==> config.mk <==
export PLATFORM = sky130hd
export DESIGN_NAME = eacil_top
export DESIGN_NICKNAME = d
export VERILOG_FILES = /design/src/logic/eacil_sync.v /design/src/logic/eacil_conv.v /design/src/logic/eacil_top.v
export VERILOG_INCLUDE_DIRS = /design/src /design/src/logic
export SDC_FILE = /design/constraint.sdc
export NUM_CORES = 1
export LEC_CHECK = 0
export BUFFER_PORTS_ARGS = -buffer_cell sky130_fd_sc_hd__buf_2
export CAP_MARGIN = 20
export CELL_PAD_IN_SITES_DETAIL_PLACEMENT = 0
export CELL_PAD_IN_SITES_GLOBAL_PLACEMENT = 2
export CORE_ASPECT_RATIO = 0.7
export CORE_MARGIN = 1
export CORE_UTILIZATION = 30
export CTS_CLUSTER_SIZE = 24
export DETAILED_ROUTE_END_ITERATION = 8
export GPL_TIMING_DRIVEN = 0
export MAX_ROUTING_LAYER = met4
export PLACE_DENSITY = 0.77
export REMOVE_ABC_BUFFERS = 1
export SYNTH_ARGS = -nofsm -noshare
export SYNTH_HDL_FRONTEND = slang
export SYNTH_HIERARCHICAL = 1
export SYNTH_SLANG_ARGS = --single-unit
==> constraint.sdc <==
create_clock -name pclk -period 1.8 [get_ports pclk]
set_input_delay 0.36 -clock pclk [delete_from_list [all_inputs] [get_ports pclk]]
set_output_delay 0.36 -clock pclk [all_outputs]
set_load 0.03 [all_outputs]
==> src/logic/eacil_defs.vh <==
`ifndef EACIL_DEFS_VH
`define EACIL_DEFS_VH

`define EACIL_PINCTRL    8'h00
`define EACIL_ENA        8'h04
`define EACIL_ENB        8'h08
`define EACIL_MODE       8'h0c
`define EACIL_CMD        8'h10
`define EACIL_STAT       8'h14
`define EACIL_EVT        8'h18
`define EACIL_EVMASK     8'h1c

`define EACIL_SENSE_BIT  2
`define EACIL_GATE_BIT   3
`define EACIL_EXT_EN_BIT 0
`define EACIL_CNV_EN_BIT 2
`define EACIL_CMP_BIT    3

`define EACIL_REG_RST    4'h0

`define EACIL_OP_NOP     4'h0
`define EACIL_OP_SKIPX   4'h1
`define EACIL_OP_EI      4'h2
`define EACIL_OP_DI      4'h3
`define EACIL_OP_RTI     4'h4
`define EACIL_OP_SKIPC   4'h5
`define EACIL_OP_CSTART  4'h6
`define EACIL_OP_PDARM   4'h7
`define EACIL_OP_PD      4'h8

`define EACIL_EV_EXT     0
`define EACIL_EV_CNV     1
`define EACIL_EV_DONE    2
`define EACIL_EV_PD      3

`define EACIL_CMP_MC     8
`define EACIL_CONV_MC    32
`define EACIL_MC_CLKS    1

`endif

==> src/logic/eacil_sync.v <==
`timescale 1ns/100ps
`default_nettype none
module eacil_sync #(
    parameter W = 1
) (
    input  wire         clk,
    input  wire         rstn,
    input  wire         ce,
    input  wire [W-1:0] d,
    output reg  [W-1:0] q
);
    reg [W-1:0] meta;

    always @(posedge clk or negedge rstn) begin
        if (!rstn) begin
            meta <= {W{1'b0}};
            q    <= {W{1'b0}};
        end else if (ce) begin
            meta <= d;
            q    <= meta;
        end
    end
endmodule
`default_nettype wire

==> src/logic/eacil_conv.v <==
`timescale 1ns/100ps
`default_nettype none
`include "eacil_defs.vh"
module eacil_conv #(
    parameter CMP_MC  = `EACIL_CMP_MC,
    parameter CONV_MC = `EACIL_CONV_MC
) (
    input  wire clk,
    input  wire rstn,
    input  wire ce,
    input  wire mc_tick,
    input  wire start,
    input  wire cmp_mode,
    input  wire cmp_above,
    output reg  busy,
    output reg  done
);
    reg [7:0] left;

    always @(posedge clk or negedge rstn) begin
        if (!rstn) begin
            busy <= 1'b0;
            done <= 1'b0;
            left <= 8'h00;
        end else if (ce) begin
            done <= 1'b0;
            if (start) begin
                // a restart simply reloads, the partial result is dropped
                busy <= 1'b1;
                left <= cmp_mode ? CMP_MC[7:0] : CONV_MC[7:0];
            end else if (busy && mc_tick) begin
                if (left == 8'h01) begin
                    busy <= 1'b0;
                    left <= 8'h00;
                    // comparator mode with input above reference: no completion
                    done <= ~(cmp_mode & cmp_above);
                end else begin
                    left <= left - 8'h01;
                end
            end
        end
    end
endmodule
`default_nettype wire

==> src/logic/eacil_top.v <==
`timescale 1ns/100ps
`default_nettype none
`include "eacil_defs.vh"
module eacil_top #(
    parameter MC_CLKS = `EACIL_MC_CLKS,
    parameter CMP_MC  = `EACIL_CMP_MC,
    parameter CONV_MC = `EACIL_CONV_MC
) (
    input  wire        pclk,
    input  wire        presetn,
    input  wire        ce,
    input  wire        psel,
    input  wire        penable,
    input  wire        pwrite,
    input  wire [7:0]  paddr,
    input  wire [31:0] pwdata,
    output reg  [31:0] prdata,
    output wire        pready,
    output wire        pslverr,
    input  wire        int_pin,
    input  wire        cmp_above,
    output wire        irq,
    output reg         ext_accept,
    output reg         conv_accept,
    output reg         skip_flag,
    output wire        pin_input_en,
    output wire        ram_backup_sel,
    output reg         power_down
);
    reg  [3:0] irq_pin_control_reg;
    reg  [3:0] irq_enable_reg_a;
    reg  [3:0] irq_enable_reg_b;
    reg  [3:0] converter_mode_reg;
    reg  [3:0] evt;
    reg  [3:0] evmask;
    reg  [3:0] last_op;
    reg        external_request_flag;
    reg        conversion_complete_flag;
    reg        global_irq_enable_flag;
    reg        in_service;
    reg        ei_pending;
    reg        pd_armed;
    reg        lvl_prev;
    reg  [7:0] mc_cnt;
    reg        mc_tick;
    reg  [3:0] rd_val;
    reg  [3:0] next_evt;
    wire       pin_s;
    wire       above_s;
    wire       conv_busy;
    wire       conv_done;

    function addr_hit;
        input [7:0] a;
        begin
            addr_hit = (a[1:0] == 2'b00) && (a[7:5] == 3'b000);
        end
    endfunction

    function is_op;
        input       go;
        input [3:0] op;
        input [3:0] code;
        begin
            is_op = go && (op == code);
        end
    endfunction

    // ce low stretches the access phase so no write is lost while frozen
    assign pready  = ce;
    assign pslverr = psel & penable & ~addr_hit(paddr);

    wire wr     = psel & penable & pwrite & ce & addr_hit(paddr);
    wire op_wr  = wr && (paddr == `EACIL_CMD);
    wire [3:0] op = pwdata[3:0];

    wire op_skipx  = is_op(op_wr, op, `EACIL_OP_SKIPX);
    wire op_ei     = is_op(op_wr, op, `EACIL_OP_EI);
    wire op_di     = is_op(op_wr, op, `EACIL_OP_DI);
    wire op_rti    = is_op(op_wr, op, `EACIL_OP_RTI);
    wire op_skipc  = is_op(op_wr, op, `EACIL_OP_SKIPC);
    wire op_cstart = is_op(op_wr, op, `EACIL_OP_CSTART);
    wire op_pdarm  = is_op(op_wr, op, `EACIL_OP_PDARM);
    wire op_pd     = is_op(op_wr, op, `EACIL_OP_PD);

    eacil_sync #(
        .W (2)
    ) u_sync (
        .clk  (pclk),
        .rstn (presetn),
        .ce   (ce),
        .d    ({cmp_above, int_pin}),
        .q    ({above_s, pin_s})
    );

    // one machine cycle spans MC_CLKS bus clocks
    always @(posedge pclk or negedge presetn) begin
        if (!presetn) begin
            mc_cnt  <= 8'h00;
            mc_tick <= 1'b0;
        end else if (ce) begin
            if (mc_cnt == MC_CLKS[7:0] - 8'h01) begin
                mc_cnt  <= 8'h00;
                mc_tick <= 1'b1;
            end else begin
                mc_cnt  <= mc_cnt + 8'h01;
                mc_tick <= 1'b0;
            end
        end
    end

    eacil_conv #(
        .CMP_MC  (CMP_MC),
        .CONV_MC (CONV_MC)
    ) u_conv (
        .clk       (pclk),
        .rstn      (presetn),
        .ce        (ce),
        .mc_tick   (mc_tick),
        .start     (op_cstart),
        .cmp_mode  (converter_mode_reg[`EACIL_CMP_BIT]),
        .cmp_above (above_s),
        .busy      (conv_busy),
        .done      (conv_done)
    );

    // gate low forces the pin off and selects the backup state
    assign pin_input_en   = irq_pin_control_reg[`EACIL_GATE_BIT];
    assign ram_backup_sel = ~irq_pin_control_reg[`EACIL_GATE_BIT];

    // sense and gate feed the level itself, so rewriting either one can
    // produce an edge; software masks the source around it
    wire lvl = irq_pin_control_reg[`EACIL_GATE_BIT] &
               (irq_pin_control_reg[`EACIL_SENSE_BIT] ? pin_s : ~pin_s);
    wire ext_edge = lvl & ~lvl_prev;

    // switching comparator mode off can leave a stale completion behind
    wire mode_wr  = wr && (paddr == `EACIL_MODE);
    wire conv_spur = mode_wr & converter_mode_reg[`EACIL_CMP_BIT] &
                     ~pwdata[`EACIL_CMP_BIT] & ~above_s;

    // single level only: in_service blocks any further acceptance
    wire acc_ok   = global_irq_enable_flag & ~in_service;
    wire ext_take = acc_ok & irq_enable_reg_a[`EACIL_EXT_EN_BIT] &
                    external_request_flag;
    wire cnv_take = acc_ok & irq_enable_reg_b[`EACIL_CNV_EN_BIT] &
                    conversion_complete_flag & ~ext_take;

    always @(posedge pclk or negedge presetn) begin
        if (!presetn) begin
            lvl_prev <= 1'b0;
        end else if (ce) begin
            lvl_prev <= lvl;
        end
    end

    always @(posedge pclk or negedge presetn) begin
        if (!presetn) begin
            irq_pin_control_reg <= `EACIL_REG_RST;
            irq_enable_reg_a    <= `EACIL_REG_RST;
            irq_enable_reg_b    <= `EACIL_REG_RST;
            converter_mode_reg  <= `EACIL_REG_RST;
            evmask              <= `EACIL_REG_RST;
            last_op             <= `EACIL_OP_NOP;
        end else if (wr) begin
            case (paddr)
                `EACIL_PINCTRL: begin
                    irq_pin_control_reg <= pwdata[3:0];
                end
                `EACIL_ENA: begin
                    irq_enable_reg_a <= pwdata[3:0];
                end
                `EACIL_ENB: begin
                    irq_enable_reg_b <= pwdata[3:0];
                end
                `EACIL_MODE: begin
                    converter_mode_reg <= pwdata[3:0];
                end
                `EACIL_CMD: begin
                    last_op <= pwdata[3:0];
                end
                `EACIL_EVMASK: begin
                    evmask <= pwdata[3:0];
                end
                default: begin
                end
            endcase
        end
    end

    // request flags: a set in the clearing cycle wins
    always @(posedge pclk or negedge presetn) begin
        if (!presetn) begin
            external_request_flag    <= 1'b0;
            conversion_complete_flag <= 1'b0;
            skip_flag                <= 1'b0;
        end else if (ce) begin
            if (ext_edge) begin
                external_request_flag <= 1'b1;
            end else if (op_skipx || ext_take) begin
                external_request_flag <= 1'b0;
            end
            if (conv_done || conv_spur) begin
                conversion_complete_flag <= 1'b1;
            end else if (op_skipc || cnv_take) begin
                conversion_complete_flag <= 1'b0;
            end
            // the skip outcome is the flag as it stood; a no-op follows it
            if (op_skipx) begin
                skip_flag <= external_request_flag;
            end else if (op_skipc) begin
                skip_flag <= conversion_complete_flag;
            end
        end
    end

    always @(posedge pclk or negedge presetn) begin
        if (!presetn) begin
            global_irq_enable_flag <= 1'b0;
            in_service             <= 1'b0;
            ei_pending             <= 1'b0;
            ext_accept             <= 1'b0;
            conv_accept            <= 1'b0;
        end else if (ce) begin
            ext_accept  <= ext_take;
            conv_accept <= cnv_take;
            if (ext_take || cnv_take) begin
                global_irq_enable_flag <= 1'b0;
                in_service             <= 1'b1;
            end else if (op_rti) begin
                in_service <= 1'b0;
                // enable only when the enable came just before return
                if (ei_pending) begin
                    global_irq_enable_flag <= 1'b1;
                end
            end else if (op_ei && !in_service) begin
                global_irq_enable_flag <= 1'b1;
            end else if (op_di) begin
                global_irq_enable_flag <= 1'b0;
            end
            if (op_wr) begin
                ei_pending <= op_ei & in_service;
            end
        end
    end

    // arm must be the command right before power-down; interrupts
    // are expected to be masked by then
    always @(posedge pclk or negedge presetn) begin
        if (!presetn) begin
            pd_armed   <= 1'b0;
            power_down <= 1'b0;
        end else if (ce) begin
            if (op_wr) begin
                pd_armed <= op_pdarm;
            end
            if (op_pd && pd_armed) begin
                power_down <= 1'b1;
            end else if (ext_edge) begin
                power_down <= 1'b0;
            end
        end
    end

    always @* begin
        next_evt = evt;
        if (wr && (paddr == `EACIL_EVT)) begin
            next_evt = evt & ~pwdata[3:0];
        end
        if (ext_take) begin
            next_evt[`EACIL_EV_EXT] = 1'b1;
        end
        if (cnv_take) begin
            next_evt[`EACIL_EV_CNV] = 1'b1;
        end
        if (conv_done) begin
            next_evt[`EACIL_EV_DONE] = 1'b1;
        end
        if (op_pd && pd_armed) begin
            next_evt[`EACIL_EV_PD] = 1'b1;
        end
    end

    always @(posedge pclk or negedge presetn) begin
        if (!presetn) begin
            evt <= `EACIL_REG_RST;
        end else if (ce) begin
            evt <= next_evt;
        end
    end

    assign irq = |(evt & evmask);

    always @* begin
        case (paddr)
            `EACIL_PINCTRL: rd_val = irq_pin_control_reg;
            `EACIL_ENA:     rd_val = irq_enable_reg_a;
            `EACIL_ENB:     rd_val = irq_enable_reg_b;
            `EACIL_MODE:    rd_val = converter_mode_reg;
            `EACIL_CMD:     rd_val = last_op;
            `EACIL_STAT:    rd_val = {in_service, global_irq_enable_flag,
                                      conversion_complete_flag,
                                      external_request_flag};
            `EACIL_EVT:     rd_val = evt;
            `EACIL_EVMASK:  rd_val = evmask;
            default:        rd_val = 4'h0;
        endcase
    end

    // read data is captured in the setup cycle so it stands for the access cycle
    always @(posedge pclk or negedge presetn) begin
        if (!presetn) begin
            prdata <= 32'h0000_0000;
        end else if (ce && psel && !penable) begin
            prdata <= {28'h000_0000, rd_val};
        end
    end
endmodule
`default_nettype wire

==> flow_metrics.tcl <==
set metrics [dict create \
    crit_path_max_incr_delay_ns 0.57 \
    fin_crit_sh 0.975 \
    cts.path.max_buffers 2 \
    wirelength_um 8450 \
    switching_share 0.250 \
    antenna_found_initial 0 \
    worstPathArrival_ns 1.40 \
    ys_ff_latch 66 \
    synth_area_leader_cell "dfrtp_1" \
    yosysWarningCount 6 \
    area_growth_pct 19.2 \
    grt_pass1_wl_um 13800 \
    clkPwrFrac 0.463 \
    timing.slew.headroom 0.437 \
    clock_latency_ns 0.33 \
    num_rows 32 \
    leakagePower_nw 1.99 \
    clock_sinks 66 \
    core-area_um2 11300 \
    hold_path_class "in -> async" \
    fmaxAchievable_mhz 570 \
    drive_gt1_frac 0.274 \
    wl_per_cell_um 15.5 \
    final_cell_mix "dfrtp_1 (66), nand2_1 (43), mux2_2 (30)" \
    hold_viol_final 0 \
    vdd_drop_max_mv 0.622 \
    dp_hpwl_um 5750 \
    cts_buffers 9 \
    slowest_stage "or4_4" \
    path_class "in -> out" \
    synth_top_area_share 0.461 \
    synth_cells 351 \
    io_pins 89 \
    grt_use_total 0.151 \
    seq_power_share 0.408 \
    die_area_um2 12400 \
    status "finished, final reports clean" \
    hold_ws_ns 0.130 \
    final_common_cell "dfrtp_1" \
    htree_levels 3 \
    postRouteAntennaNets 0 \
    dr.first_iter.drc_count 194 \
    clk_pin_slew_ns 0.05 \
    gp_congestion 0.753 \
    synth_cell_type_count 56 \
    num_vias 2654 \
    cp_max_fo 4 \
    max-cap-violations 0 \
    p_switching_w 0.00102 \
    nets 439 \
    start_util 0.316 \
    synth_edf_count 0 \
    routed_via_density 4.88 \
    cp-end-kind "primary output" \
    grt_pass1_vias 2545 \
    diodes 0 \
    p_per_area_nw_per_um2 957 \
    drc_errors 0 \
    syn_avg_cell_area_um2 10.2 \
    tightest_slew_ns 0.844 \
    grt_max_degree 67 \
    io_buffers 32 \
    worstPathCellList "buf_2, or4_4, nor2_4, nor2_2, buf_6" \
    die_x_um 133 \
    p_int_w 0.00307 \
    required_ns 1.44 \
    clock_skew_ns 0.00787 \
    startpoint_type "input pin" \
    first_pass_iters 5 \
    totalNegativeSetupSlack_ns 0 \
    cp_num_buf_inv 2 \
    period_needed_ns 1.76 \
    synth_area_leaders "dfrtp_1 (46%), mux2_2 (9.4%), buf_4 (6.3%), nand2_1 (4.6%), nand3_1 (2.4%)" \
    synthesis.area_um2 3590 \
    cts_root_buf "clkbuf_16" \
    cts_tree "built" \
    synth_flop_cell "dfrtp_1" \
    synth-async-reset-ratio 1.00 \
    postCtsHoldBufs 0 \
    drv_slew 0 \
    combPwrFrac 0.129 \
    gr-total-overflow 0 \
    die_h_um 93.5 \
    finalSetupViolCount 0 \
    path_delay_family "simple AND/OR/NAND/NOR gates" \
    synth_seq_area_share 0.461 \
    top_regs "mc_cnt: 8 flops, u_conv/left: 8 flops" \
]
[stage by stage]
stage                     cell area, um2  worst slack (ns)  total power [W]  utilization  instances
after detailed placement            3760             -1.89          0.00212        0.332        520
after global routing                4270           -0.0123          0.00427        0.377        544
after global placement              3760             -1.96          0.00212        0.332        520
after floorplan                     3410            -0.503          0.00195            -        335
after CTS                           4180         -0.000101          0.00413        0.369        540
final                               4270            0.0446          0.00409        0.377        544
[cell families after synthesis]
logic type      Yosys count  share of synthesized area
buf+inv                  58                     0.0935
mux                      35                      0.115
xor+xnor                 11                     0.0269
compound gates           46                     0.0907
simple gates            130                      0.198
other cells               1                    0.00105
fa+ha+maj                 4                     0.0140
flops                    66                      0.461
[per-layer routing]
metal  global-route usage  part of all wire  up-vias
met1                0.212              0.51     1303
met2                0.208              0.43       72
li1                     -                 -     1272
met4               0.0536            0.0099        0
met5                    -                 0        -
met3               0.0390             0.051        7
[cell usage after synthesis (5+ instances only)]
cell type  number
buf_4          30
nor3_1          7
inv_1          15
nor2_1         16
nor4_1          5
dfrtp_1        66
mux2_2         30
nand3_1        17
xnor2_1         9
clkbuf_1        9
nand4_1        11
o21ai_0        12
nand2_1        44
[what timing repair did]
action	CTS	global route
pin swaps	4	4
buffers inserted	5	4
setup endpoints to repair	38	18
resized for setup	13	15
[worst register-to-register path: stages, from the launching register on]
cell and delay, ns:
dfrtp_1 0.39, inv_1 0.08, ha_1 0.14, or4b_4 0.47, nor4_4 0.19, or3b_4 0.18
o21ai_0 0.07
[layout make-up]
class                   count  area [um2]
fillers                  1110        7060
flip-flops and latches     66        1650
clock inverters             2        60.1
repair buffers             41         260
inverters                  15        56.3
multi-input cells         254        1790
well taps                 153         191
clock buffers              13         260
[worst paths after layout]
path                            cells past startpoint  slack [ns]  startpoint              to
worst max-delay path                                5        0.04    paddr[1]         pslverr
worst min-delay path                                1        0.13     presetn  u_conv/left[2]
worst max register to register                      6        0.16   mc_cnt[1]       mc_cnt[0]
worst min register to register                      2        0.47   prdata[3]       prdata[3]
max in group asynchronous                           1        1.11     presetn      last_op[1]
min in group pclk                                   2        0.27     int_pin  u_sync/meta[0]
[power by group through the flow]
stage / Sequential, W / Combinational, W / Clock [W]
CTS: 0.00167 / 0.000519 / 0.00194
finish: 0.00167 / 0.000528 / 0.00189
detailed placement: 0.00169 / 0.000434 / 0
global route: 0.00168 / 0.000580 / 0.00201
floorplan: 0.00166 / 0.000283 / 0
global placement: 0.00168 / 0.000435 / 0
Note: power is estimated with default switching activity, not from simulation.
